<file path="src/logic/tw_map.svh">
`ifndef TW_MAP_SVH
`define TW_MAP_SVH
// -------------------------
// register offsets
// -------------------------
`define TW_OFF_CTRL 5'h00
`define TW_OFF_STAT 5'h04
`define TW_OFF_DATA 5'h08
`define TW_OFF_OWN 5'h0c
`define TW_OFF_RATE 5'h10
`define TW_OFF_ISTAT 5'h14
`define TW_OFF_IMASK 5'h18
// -------------------------
// field positions
// -------------------------
`define TW_CTRL_FLAG 7
`define TW_CTRL_ACK 6
`define TW_CTRL_STA 5
`define TW_CTRL_STO 4
`define TW_CTRL_WCOL 3
`define TW_CTRL_EN 2
`define TW_STAT_CODE 3
`define TW_IRQ_STEP 0
`define TW_IRQ_WCOL 1
// -------------------------
// reset values
// -------------------------
`define TW_RATE_RST 8'h0f
`define TW_OWN_RST 8'h00
`define TW_DATA_RST 8'hff
`define TW_PS_RST 2'h0
`endif

</file>
<file path="src/logic/tw_pkg.sv">
package tw_pkg;
	// status codes, stored without the three low bits
	typedef enum logic [4:0] {
		code_start = 5'h01,
		code_rstart = 5'h02,
		addr_write_acked_code = 5'h03,
		code_aw_nack = 5'h04,
		data_sent_acked_code = 5'h05,
		code_mt_dnack = 5'h06,
		code_lost = 5'h07,
		code_ar_ack = 5'h08,
		code_ar_nack = 5'h09,
		code_mr_dack = 5'h0a,
		code_mr_dnack = 5'h0b,
		code_sr_addr = 5'h0c,
		code_sr_dack = 5'h10,
		code_sr_dnack = 5'h11,
		code_sl_stop = 5'h14,
		code_st_addr = 5'h15,
		code_st_dack = 5'h17,
		code_st_dnack = 5'h18,
		code_none = 5'h1f
	} tw_code_t;
	typedef enum logic [2:0] {
		mode_idle,
		master_transmit_mode,
		master_receive_mode,
		slave_transmit_mode,
		slave_receive_mode
	} tw_mode_t;
	typedef struct packed {
		logic wr;
		logic [4:0] addr;
		logic [31:0] wdata;
	} tw_req_t;
	typedef struct packed {
		logic scl;
		logic sda;
		logic scl_rise;
		logic scl_fall;
		logic sda_rise;
		logic sda_fall;
	} tw_line_t;
endpackage : tw_pkg

</file>
<file path="src/logic/tw_unit.sv">
`timescale 1ns/1ps
`include "tw_map.svh"
module tw_unit
	import tw_pkg::*;
(
	input wire logic clk_in,
	input wire logic rst_in,
	input wire logic ce_in,
	input wire logic hsel_in,
	input wire logic [31:0] haddr_in,
	input wire logic [1:0] htrans_in,
	input wire logic hwrite_in,
	input wire logic [2:0] hsize_in,
	input wire logic [31:0] hwdata_in,
	input wire logic hready_in,
	output logic hreadyout_out,
	output logic [31:0] hrdata_out,
	output logic hresp_out,
	input wire logic scl_in,
	output logic scl_out,
	output logic scl_oe_n_out,
	input wire logic sda_in,
	output logic sda_out,
	output logic sda_oe_n_out,
	output logic irq_out
);
	typedef enum logic [2:0] {
		st_idle, st_start, st_hold, st_low, st_high, st_edge, st_sl_bit
	} tw_state_t;
	function automatic logic [15:0] tw_half(input logic [7:0] r, input logic [1:0] p);
		tw_half = (16'(r) + 16'h1) << {p, 1'b0};
	endfunction : tw_half
	tw_req_t req;
	tw_line_t line;
	tw_state_t state;
	tw_mode_t mode;
	tw_code_t code;
	logic [4:0] raddr;
	logic [31:0] rdata;
	logic flag, flag_q, ack_en, sta, sto, wcol, en, stop_done, addr_phase, busy, to_stop;
	logic [1:0] ps, istat, imask;
	logic [7:0] wire_data_reg, own_addr, rate;
	logic [8:0] shifter;
	logic [3:0] bit_cnt;
	logic [15:0] tmr, half;
	logic wr_ctrl, wr_data, resume, is_master, col;
	// -------------------------
	// bus and pins
	// -------------------------
	tw_ahb u_ahb (
		.clk_in(clk_in), .rst_in(rst_in), .ce_in(ce_in), .hsel_in(hsel_in),
		.haddr_in(haddr_in), .htrans_in(htrans_in), .hwrite_in(hwrite_in),
		.hsize_in(hsize_in), .hwdata_in(hwdata_in), .hready_in(hready_in),
		.rdata_in(rdata), .hreadyout_out(hreadyout_out), .hrdata_out(hrdata_out),
		.hresp_out(hresp_out), .addr_out(raddr), .req_out(req)
	);
	tw_sync u_sync (
		.clk_in(clk_in), .rst_in(rst_in), .ce_in(ce_in), .scl_in(scl_in),
		.sda_in(sda_in), .line_out(line)
	);
	assign wr_ctrl = req.wr && (req.addr == `TW_OFF_CTRL);
	assign wr_data = req.wr && (req.addr == `TW_OFF_DATA);
	assign resume = wr_ctrl && req.wdata[`TW_CTRL_FLAG] && flag;
	assign col = wr_data && !flag;
	assign is_master = (mode == master_transmit_mode) || (mode == master_receive_mode);
	assign half = tw_half(rate, ps);
	// -------------------------
	// register reads
	// -------------------------
	always_comb begin
		rdata = 32'h0;
		case (raddr)
			`TW_OFF_CTRL: rdata[7:2] = {flag, ack_en, sta, sto, wcol, en};
			`TW_OFF_STAT: rdata[7:0] = {code, 1'b0, ps};
			`TW_OFF_DATA: rdata[7:0] = wire_data_reg;
			`TW_OFF_OWN: rdata[7:0] = own_addr;
			`TW_OFF_RATE: rdata[7:0] = rate;
			`TW_OFF_ISTAT: rdata[1:0] = istat;
			`TW_OFF_IMASK: rdata[1:0] = imask;
			default: rdata = 32'h0;
		endcase
	end
	// -------------------------
	// control registers
	// -------------------------
	always_ff @(posedge clk_in) begin
		if (rst_in) begin
			{ack_en, sta, sto, wcol, en} <= 5'h00;
			ps <= `TW_PS_RST;
			own_addr <= `TW_OWN_RST;
			rate <= `TW_RATE_RST;
			imask <= 2'h0;
		end else if (ce_in) begin
			if (stop_done) sto <= 1'b0;
			if (wr_ctrl) begin
				{ack_en, sta, sto} <= req.wdata[`TW_CTRL_ACK:`TW_CTRL_STO];
				en <= req.wdata[`TW_CTRL_EN];
			end
			if (req.wr && req.addr == `TW_OFF_STAT) ps <= req.wdata[1:0];
			if (req.wr && req.addr == `TW_OFF_OWN) own_addr <= req.wdata[7:0];
			if (req.wr && req.addr == `TW_OFF_RATE) rate <= req.wdata[7:0];
			if (req.wr && req.addr == `TW_OFF_IMASK) imask <= req.wdata[1:0];
			if (wr_data && flag) wcol <= 1'b0;
			if (col) wcol <= 1'b1;
		end
	end
	// -------------------------
	// interrupt
	// -------------------------
	always_ff @(posedge clk_in) begin
		if (rst_in) begin
			flag_q <= 1'b0;
			istat <= 2'h0;
			irq_out <= 1'b0;
		end else if (ce_in) begin
			flag_q <= flag;
			istat <= (istat & ~((req.wr && req.addr == `TW_OFF_ISTAT) ? req.wdata[1:0] : 2'h0))
				| {col, flag && !flag_q};
			irq_out <= |(istat & imask);
		end
	end
	// -------------------------
	// constant pin levels
	// -------------------------
	always_ff @(posedge clk_in) begin
		scl_out <= 1'b0;
		sda_out <= 1'b0;
	end
	// -------------------------
	// transfer engine
	// -------------------------
	always_ff @(posedge clk_in) begin
		if (rst_in) begin
			state <= st_idle;
			mode <= mode_idle;
			code <= code_none;
			flag <= 1'b0;
			wire_data_reg <= `TW_DATA_RST;
			shifter <= 9'h1ff;
			bit_cnt <= 4'h0;
			tmr <= 16'h0;
			addr_phase <= 1'b0;
			busy <= 1'b0;
			to_stop <= 1'b0;
			stop_done <= 1'b0;
			scl_oe_n_out <= 1'b1;
			sda_oe_n_out <= 1'b1;
		end else if (ce_in) begin
			stop_done <= 1'b0;
			if (tmr != 16'h0) tmr <= tmr - 16'h1;
			if (resume) flag <= 1'b0;
			if (wr_data && flag) wire_data_reg <= req.wdata[7:0];
			if (line.scl && line.sda_fall) busy <= 1'b1;
			if (line.scl && line.sda_rise) busy <= 1'b0;
			unique case (state)
				st_idle: begin
					scl_oe_n_out <= 1'b1;
					sda_oe_n_out <= 1'b1;
					if (en && sta && !busy && !flag) begin
						state <= st_start;
						sda_oe_n_out <= 1'b0;
						tmr <= half;
					end
				end
				st_start: if (tmr == 16'h0) begin
					scl_oe_n_out <= 1'b0;
					flag <= 1'b1;
					code <= (mode == mode_idle) ? code_start : code_rstart;
					mode <= master_transmit_mode;
					addr_phase <= 1'b1;
					state <= st_hold;
				end
				st_hold: if (resume) begin
					if (is_master) begin
						tmr <= half;
						if (req.wdata[`TW_CTRL_STO]) begin
							to_stop <= 1'b1;
							sda_oe_n_out <= 1'b0;
							state <= st_edge;
						end else if (req.wdata[`TW_CTRL_STA]) begin
							to_stop <= 1'b0;
							sda_oe_n_out <= 1'b1;
							state <= st_edge;
						end else begin
							bit_cnt <= 4'h0;
							state <= st_low;
							if (mode == master_receive_mode && !addr_phase)
								shifter <= {8'hff, ~req.wdata[`TW_CTRL_ACK]};
							else
								shifter <= {wire_data_reg, 1'b1};
						end
					end else if (code == code_sr_dnack || code == code_st_dnack) begin
						mode <= mode_idle;
						state <= st_idle;
					end else begin
						bit_cnt <= 4'h0;
						scl_oe_n_out <= 1'b1;
						state <= st_sl_bit;
						if (mode == slave_transmit_mode) begin
							shifter <= {wire_data_reg, 1'b1};
							sda_oe_n_out <= wire_data_reg[7];
						end else begin
							shifter <= 9'h1ff;
							sda_oe_n_out <= 1'b1;
						end
					end
				end
				st_edge: begin
					if (!scl_oe_n_out) begin
						if (tmr == 16'h0) begin
							scl_oe_n_out <= 1'b1;
							tmr <= half;
						end
					end else if (!line.scl) begin
						tmr <= half;
					end else if (tmr == 16'h0) begin
						tmr <= half;
						if (to_stop) begin
							sda_oe_n_out <= 1'b1;
							stop_done <= 1'b1;
							mode <= mode_idle;
							state <= st_idle;
						end else begin
							sda_oe_n_out <= 1'b0;
							state <= st_start;
						end
					end
				end
				st_low: begin
					sda_oe_n_out <= shifter[8];
					if (tmr == 16'h0) begin
						scl_oe_n_out <= 1'b1;
						tmr <= half;
						state <= st_high;
					end
				end
				st_high: if (!line.scl) begin
					tmr <= half;
				end else if (tmr == 16'h0) begin
					shifter <= {shifter[7:0], line.sda};
					tmr <= half;
					if (sda_oe_n_out && !line.sda && bit_cnt != 4'h8
						&& (addr_phase || mode == master_transmit_mode)) begin
						flag <= 1'b1;
						code <= code_lost;
						mode <= mode_idle;
						state <= st_idle;
					end else if (bit_cnt == 4'h8) begin
						scl_oe_n_out <= 1'b0;
						flag <= 1'b1;
						state <= st_hold;
						addr_phase <= 1'b0;
						if (addr_phase) begin
							if (shifter[0]) begin
								mode <= master_receive_mode;
								code <= line.sda ? code_ar_nack : code_ar_ack;
							end else begin
								mode <= master_transmit_mode;
								code <= line.sda ? code_aw_nack : addr_write_acked_code;
							end
						end else if (mode == master_transmit_mode) begin
							code <= line.sda ? code_mt_dnack : data_sent_acked_code;
						end else begin
							wire_data_reg <= shifter[7:0];
							code <= line.sda ? code_mr_dnack : code_mr_dack;
						end
					end else begin
						bit_cnt <= bit_cnt + 4'h1;
						scl_oe_n_out <= 1'b0;
						state <= st_low;
					end
				end
				st_sl_bit: begin
					if (line.scl_rise) begin
						shifter <= {shifter[7:0], line.sda};
						bit_cnt <= bit_cnt + 4'h1;
					end
					if (line.scl_fall) begin
						if (bit_cnt == 4'h8) begin
							if (addr_phase)
								sda_oe_n_out <= shifter[7:1] != own_addr[7:1];
							else if (mode == slave_receive_mode)
								sda_oe_n_out <= ~ack_en;
							else
								sda_oe_n_out <= 1'b1;
						end else if (bit_cnt == 4'h9) begin
							sda_oe_n_out <= 1'b1;
							if (addr_phase && shifter[8:2] != own_addr[7:1]) begin
								mode <= mode_idle;
								state <= st_idle;
							end else begin
								scl_oe_n_out <= 1'b0;
								flag <= 1'b1;
								state <= st_hold;
								addr_phase <= 1'b0;
								if (addr_phase) begin
									mode <= shifter[1] ? slave_transmit_mode : slave_receive_mode;
									code <= shifter[1] ? code_st_addr : code_sr_addr;
								end else if (mode == slave_receive_mode) begin
									wire_data_reg <= shifter[8:1];
									code <= shifter[0] ? code_sr_dnack : code_sr_dack;
								end else begin
									code <= shifter[0] ? code_st_dnack : code_st_dack;
								end
							end
						end else begin
							sda_oe_n_out <= (mode == slave_transmit_mode && !addr_phase)
								? shifter[8] : 1'b1;
						end
					end
				end
			endcase
			if (en && line.scl && (state == st_idle || state == st_sl_bit)) begin
				if (line.sda_fall && ack_en) begin
					state <= st_sl_bit;
					bit_cnt <= 4'h0;
					shifter <= 9'h1ff;
					addr_phase <= 1'b1;
					sda_oe_n_out <= 1'b1;
				end else if (line.sda_rise && state == st_sl_bit) begin
					if (mode != mode_idle) begin
						flag <= 1'b1;
						code <= code_sl_stop;
					end
					mode <= mode_idle;
					state <= st_idle;
					sda_oe_n_out <= 1'b1;
				end
			end
			if (!en) begin
				state <= st_idle;
				mode <= mode_idle;
				scl_oe_n_out <= 1'b1;
				sda_oe_n_out <= 1'b1;
			end
		end
	end
endmodule : tw_unit

</file>
<file path="src/logic/tw_sync.sv">
`timescale 1ns/1ps
module tw_sync
	import tw_pkg::*;
(
	input wire logic clk_in,
	input wire logic rst_in,
	input wire logic ce_in,
	input wire logic scl_in,
	input wire logic sda_in,
	output tw_line_t line_out
);
	logic [1:0] meta;
	logic [1:0] stable;
	logic [1:0] last;
	always_ff @(posedge clk_in) begin
		if (rst_in) begin
			meta <= 2'h3;
			stable <= 2'h3;
			last <= 2'h3;
		end else if (ce_in) begin
			meta <= {scl_in, sda_in};
			stable <= meta;
			last <= stable;
		end
	end
	always_comb begin
		line_out.scl = stable[1];
		line_out.sda = stable[0];
		line_out.scl_rise = stable[1] & ~last[1];
		line_out.scl_fall = ~stable[1] & last[1];
		line_out.sda_rise = stable[0] & ~last[0];
		line_out.sda_fall = ~stable[0] & last[0];
	end
endmodule : tw_sync

</file>
<file path="src/logic/tw_ahb.sv">
`timescale 1ns/1ps
module tw_ahb
	import tw_pkg::*;
(
	input wire logic clk_in,
	input wire logic rst_in,
	input wire logic ce_in,
	input wire logic hsel_in,
	input wire logic [31:0] haddr_in,
	input wire logic [1:0] htrans_in,
	input wire logic hwrite_in,
	input wire logic [2:0] hsize_in,
	input wire logic [31:0] hwdata_in,
	input wire logic hready_in,
	input wire logic [31:0] rdata_in,
	output logic hreadyout_out,
	output logic [31:0] hrdata_out,
	output logic hresp_out,
	output logic [4:0] addr_out,
	output tw_req_t req_out
);
	logic pend;
	logic pend_wr;
	logic pend_hit;
	always_ff @(posedge clk_in) begin
		if (rst_in) begin
			pend <= 1'b0;
			pend_wr <= 1'b0;
			pend_hit <= 1'b0;
			hreadyout_out <= 1'b1;
			hrdata_out <= 32'h0;
			hresp_out <= 1'b0;
			addr_out <= 5'h00;
			req_out <= '0;
		end else if (ce_in) begin
			req_out.wr <= 1'b0;
			if (pend) begin
				pend <= 1'b0;
				hreadyout_out <= 1'b1;
				req_out.wr <= pend_wr && pend_hit;
				req_out.addr <= addr_out;
				req_out.wdata <= hwdata_in;
				hrdata_out <= (pend_hit && !pend_wr) ? rdata_in : 32'h0;
			end else if (hsel_in && htrans_in[1] && hready_in) begin
				pend <= 1'b1;
				hreadyout_out <= 1'b0;
				addr_out <= haddr_in[4:0];
				pend_wr <= hwrite_in && (hsize_in == 3'h2);
				pend_hit <= (haddr_in[31:5] == 27'h0) && (haddr_in[1:0] == 2'h0);
			end
		end
	end
endmodule : tw_ahb

</file>
<file path="config.mk">
export PLATFORM = sky130hd
export DESIGN_NAME = tw_unit
export DESIGN_NICKNAME = d
export VERILOG_FILES = /design/src/logic/tw_pkg.sv /design/src/logic/tw_unit.sv /design/src/logic/tw_sync.sv /design/src/logic/tw_ahb.sv
export VERILOG_INCLUDE_DIRS = /design/src /design/src/logic
export SDC_FILE = /design/constraint.sdc
export NUM_CORES = 1
export LEC_CHECK = 0
export BUFFER_PORTS_ARGS = -buffer_cell sky130_fd_sc_hd__buf_4
export CORE_MARGIN = 5
export CORE_UTILIZATION = 45
export DETAILED_ROUTE_END_ITERATION = 16
export SLEW_MARGIN = 10
export SYNTH_ARGS = -nofsm -noshare
export SYNTH_HDL_FRONTEND = slang
export SYNTH_HIERARCHICAL = 1
export SYNTH_SLANG_ARGS = --single-unit
</file>
<file path="constraint.sdc">
create_clock -name clk_in -period 2.6 [get_ports clk_in]
set_input_delay 0.39 -clock clk_in [delete_from_list [all_inputs] [get_ports clk_in]]
set_output_delay 0.39 -clock clk_in [all_outputs]
set_load 0.05 [all_outputs]
</file>
# ---- After elaboration in Yosys (flattened, before gate mapping)
# Index checks and enable logic that the tools add are counted.
dict set report classes {
  addsub 3
  muxes 211
  shifts 1
  n_bitwise 15
  eq_ne 42
  n_reduce_logical 71
}
# cell count
set ops {}
lappend ops {{two-way mux 3 bit} 44}
lappend ops {{two-way mux 16 bit} 7}
lappend ops {{two-way mux 8 bit} 14}
lappend ops {{two-way mux 9 bit} 12}
lappend ops {{two-way mux 1 bit} 82}
lappend ops {{two-way mux 5 bit} 16}
lappend ops {{case mux 16 bit (5 select lines)} 1}
lappend ops {{two-way mux 4 bit} 16}
lappend ops {{== test 5 bit (second input constant)} 8}
lappend ops {{two-way mux 38 bit} 1}
lappend ops {{logical AND 1 bit} 33}
lappend ops {{inequality test 3 bit (second input constant)} 11}
lappend ops {{case mux 6 bit (5 select lines)} 1}
lappend ops {{zero test 27 bit} 1}
lappend ops {{case mux 9 bit (3 select lines)} 1}
lappend ops {{case mux 3 bit (7 select lines)} 1}
lappend ops {{== test 5 x 4 -> 1 bit (second input constant)} 4}
lappend ops {{AND reduction 2 bit} 10}
lappend ops {{zero test 16 bit} 1}
lappend ops {{case mux 8 bit (2 select lines)} 1}
lappend ops {{nonzero test 16 bit} 1}
lappend ops {{left shift 9 x 3 -> 16 bit} 1}
lappend ops {{subtractor 16 x 1 -> 16 bit (second input constant)} 1}
lappend ops {{== test 3 x 2 -> 1 bit (second input constant)} 5}
lappend ops {{33 further kinds} 70}
dict set report totals {
  regBits 169
  output_inout_bits 39
  inputBits 77
  word_cells 381
}

# ---- Logic depth before layout (Yosys ltp)
dict set report depth {
  ltp_word 14
  mapped_depth 11
  depth_no_buf 8
}

# ---- Modules after synthesis
# The synthesis kept the hierarchy.
# mod seq_area_each_um2 instances area_per_inst_um2 cells_per_inst
set modules_own_cells {}
lappend modules_own_cells {tw_unit 1681.6 1 6771.5 934}
lappend modules_own_cells {tw_ahb 1581.5 1 3129.3 327}
lappend modules_own_cells {tw_sync 120.1 1 257.7 23}

# ---- Worst setup path before layout
# Ideal clock, no wire load.
dict set report synth_path {
  path_kind {reg2reg}
  startpoint {register u_ahb/req_out[33] (netlist bit)}
  endpoint {register shifter[0]}
  t_required_ps 2478
  synth_period_minus_slack_ps 2199
  arrival_ps 2077
  path_stages_with_launch 7
  setup_slack_ps 401
  n_path_buf 1
  setup_ps 122
  path_cell_list {dfxtp_1 or4_1 buf_6 or4_4 o21ai_2 o211ai_1 a221o_1}
}
dict set report synth_via {
  elab_chain_cells 8
}
# element line_no
set synth_lines {}
lappend synth_lines {{from (decl)} tw_ahb.sv:20} ;# output tw_req_t req_out
lappend synth_lines {{zero test 5 bit (no source line) *} -}
lappend synth_lines {{logical AND 1 bit *} tw_unit.sv:61} ;# assign wr_ctrl = req.wr && (req.addr == `TW_OFF_CTRL);
lappend synth_lines {{logical AND 1 bit * (2 in series)} tw_unit.sv:63} ;# assign resume = wr_ctrl && req.wdata[`TW_CTRL_FLAG] && flag;
lappend synth_lines {{two-way mux 9 bit *} tw_unit.sv:173} ;# st_hold: if (resume) begin
lappend synth_lines {{case mux 9 bit (3 select lines) *} tw_unit.sv:155} ;# unique case (state)
lappend synth_lines {{two-way mux 9 bit} tw_unit.sv:314} ;# if (line.sda_fall && ack_en) begin
lappend synth_lines {{two-way mux 9 bit *} tw_unit.sv:313} ;# if (en && line.scl && (state == st_idle || state == st_sl_bit)) begin
lappend synth_lines {{to (signal assigned)} tw_unit.sv:188} ;# shifter <= {8'hff, ~req.wdata[`TW_CTRL_ACK]};
lappend synth_lines {{to (signal assigned)} tw_unit.sv:190} ;# shifter <= {wire_data_reg, 1'b1};
lappend synth_lines {{to (signal assigned)} tw_unit.sv:200} ;# shifter <= {wire_data_reg, 1'b1};
lappend synth_lines {{to (decl)} tw_unit.sv:43} ;# logic [8:0] shifter;
# Every way passes the cells marked *; elsewhere a longest branch is shown, timed or not.
# A chain may end at the register's enable or synchronous reset.

# ---- Final worst setup path
dict set report layout_path {
  startpoint {register tmr[9]}
  endpoint {register wire_data_reg[4]}
}
dict set report layout_via {
  elab_chain_cells 4
}
# element line_no
set layout_lines {}
lappend layout_lines {{from (decl)} tw_unit.sv:45} ;# logic [15:0] tmr, half;
lappend layout_lines {{from (signal assigned)} tw_unit.sv:150} ;# if (tmr != 16'h0) tmr <= tmr - 16'h1;
lappend layout_lines {{from (signal assigned)} tw_unit.sv:162} ;# tmr <= half;
lappend layout_lines {{from (signal assigned)} tw_unit.sv:175} ;# tmr <= half;
lappend layout_lines {{zero test 16 bit} tw_unit.sv:239} ;# end else if (tmr == 16'h0) begin
lappend layout_lines {{two-way mux 8 bit} tw_unit.sv:239}
lappend layout_lines {{two-way mux 8 bit} tw_unit.sv:237} ;# st_high: if (!line.scl) begin
lappend layout_lines {{case mux 8 bit (2 select lines)} tw_unit.sv:155}
lappend layout_lines {{to (signal assigned)} tw_unit.sv:138} ;# wire_data_reg <= `TW_DATA_RST;
lappend layout_lines {{to (signal assigned)} tw_unit.sv:152} ;# if (wr_data && flag) wire_data_reg <= req.wdata[7:0];
lappend layout_lines {{to (signal assigned)} tw_unit.sv:264} ;# wire_data_reg <= shifter[7:0];
lappend layout_lines {{to (decl)} tw_unit.sv:42} ;# logic [7:0] wire_data_reg, own_addr, rate;
# Every way passes these cells.

==> flow_summary.toml <==
[finish]
seq_area_sq_mm = 0.00290
top_register = "u_ahb/hrdata_out"
num_antenna_cells = 0
fillers = 1942
area_delta_synth_final_pct = 21.7
fin_area_sq_mm = 0.0114
layout-drive-gt1-share = 0.242
multi_input_area_sq_mm = 0.00591
top_regs = "u_ahb/hrdata_out x32, tmr x16, u_ahb/req_out x14"
largest_reg_flops = 32
nets = 1409

[flow_run]
maxCapViolCount = 0

[detailed_routing]
via_per_inst = 6.20
wirelength_mm = 33.2
dr.first_iter.drc_count = 1147
drc = 0
drt-pass1-iter-count = 6
postRouteAntennaNets = 0
vias = 9951
wl_per_cell_um = 20.7

[cts]
insertion_delay_ns = 0.43
numCtsBuffers = 17
holdBufCountCts = 0
clkTransAtPathRegs_ns = 0.07
clock_path_buffers = 2
cts_tree = "done"
clock_sinks = 145
h-tree-depth = 4
root_buffer = "clkbuf_16"

[setup_path]
rr_worst_depth = 7
arrival_ns = 2.81
r2r-end = "wire_data_reg[4]"
crit_type = "reg -> reg"
start_kind = "flip-flop"
cpPeakStageDelay_ns = 0.46
cpLargestDelayFamily = "simple AND/OR/NAND/NOR gates"
worstPathRequired_ns = 2.92
worstPathCellList = "nor3_1 -> nand2_1 -> nor4_1 -> buf_4 -> a22o_1 -> o21ai_1 -> a221o_1"
reg2reg_from = "tmr[9]"
cp_max_fo = 8
path_buf_inv = 1
end_kind = "flip-flop"
ff2ff_setup_slack_ns = 0.11
startpoint = "tmr[9]"
cp_slowest_cell = "nor3_1"

[power_and_ir_drop]
p_per_area_mw_per_mm2 = 627
p_int_mw = 4.56
seqPwrFrac = 0.347
total_power_mw = 7.14
ir_worst_vdd_mv = 0.471
combPwrFrac = 0.301
p_clk_frac = 0.352
leakage_nw = 4.36
p_sw_mw = 2.58
switching_share = 0.362

[timing]
fmax_mhz = 402
setup_viol = 0
maxSlewHeadroom = 0.564
skew_ns = 0.0106
rsz0062_at_grt = "false"
min_period_ns = 2.49
fin_crit_sh = 0.958
worst_pin_slew_ns = 0.650
hold_viol = 0
slew_violations = 0
setup_tns_ns = 0

[synth]
yosysWarnings = 6
syn_area_sq_mm = 0.00936
syn_area_per_cell_sq_um = 7.90
syn_inst = 1185

[global_route]
gr-total-overflow = 0
grt_max_degree = 75
grt_pass1_wl_mm = 52.3
antenna_found_initial = 0
grt_use_total = 0.274
grt_pass1_vias = 9330

[placement]
placed_cell_area_sq_mm = 0.0107
gp_congestion = 0.982
dpl.hpwl_mm = 24.6
numPortBuffers = 87

[floorplan]
core_sq_mm = 0.0204
die_area_sq_mm = 0.0238
placementRows = 52
ios = 116
die_w_um = 154
die_h_um = 154
start_util = 0.460

[min_path]
min_to = "u_sync/meta[1]"
whs_path_depth = 2
hold_path.class = "in -> reg"
hold_start = "scl_in"

[status]
status = "finished, final reports clean"
==> metrics by stage <==
step	setup WS (ns)	hold slack [ns]	util	instances
3_3_place_gp	0.0639	0.439	0.527	1572
6_report	0.110	0.162	0.559	1604
2_1_floorplan	0.401	0.431	-	1210
3_5_place_dp	0.0373	0.446	0.527	1572
4_1_cts	0.00817	0.149	0.558	1604
5_1_grt	0.0274	0.158	0.559	1604
==> routing by layer <==
metal | routed length (um) | GRT usage | vias to the layer above
met4 | 1210 | 0.106 | 0
met1 | 13900 | 0.370 | 4645
met5 | 0 | 0 | -
li1 | - | - | 4641
met3 | 3100 | 0.0506 | 93
met2 | 15000 | 0.436 | 572
==> placed cells by master, fill, tap and decap left out, types with 9 or more instances in the layout <==
cell and n:
xnor2_1 16, ha_1 11, dfxtp_1 145, clkbuf_16 17
nor4_1 23, a21o_1 9, nand3_1 52, nor2b_1 15
nor3_1 29, nand2_1 136, a211o_1 9, o21ai_0 50
inv_1 38, nand4_1 21, a221o_1 11, buf_4 188
nor2_2 32, nand2b_1 10, a31oi_1 19, o211ai_1 12
a22oi_1 20, a22oi_2 30, nor2_1 84, conb_1 27
a21oi_1 88, mux2i_1 32
==> cell type report <==
class                   count  share of cell area
flip-flops and latches    145               0.255
multi-input cells         925               0.519
clock buffers              17              0.0373
clock inverters            15              0.0170
well taps                 270              0.0297
repair buffers            191               0.129
inverters                  41              0.0135
==> power by group through the flow <==
stage                     Sequential (mW)  Combinational, mW  Clock (mW)
after floorplan                      2.52               1.28           0
after global placement               2.52               2.05           0
after detailed placement             2.52               2.06           0
after CTS                            2.47               2.07        2.54
after global routing                 2.49               2.33        2.65
final                                2.48               2.15        2.51
==> what timing repair did <==
item / 4_1_cts / 5_1_grt
gates resized for setup: 0 / 9
buffers inserted: 0 / 0
endpoints found under the hold margin: 0 / 0
setup endpoints to repair: 0 / 35
==> how the worst max path moves through the flow <==
stage	cells past startpoint	to
after floorplan	6	shifter[0]
after global placement	9	shifter[3]
after detailed placement	9	shifter[5]
after CTS	9	shifter[8]
after global routing	7	wire_data_reg[2]
final	7	wire_data_reg[4]
Power figures use the tool's default switching activity.
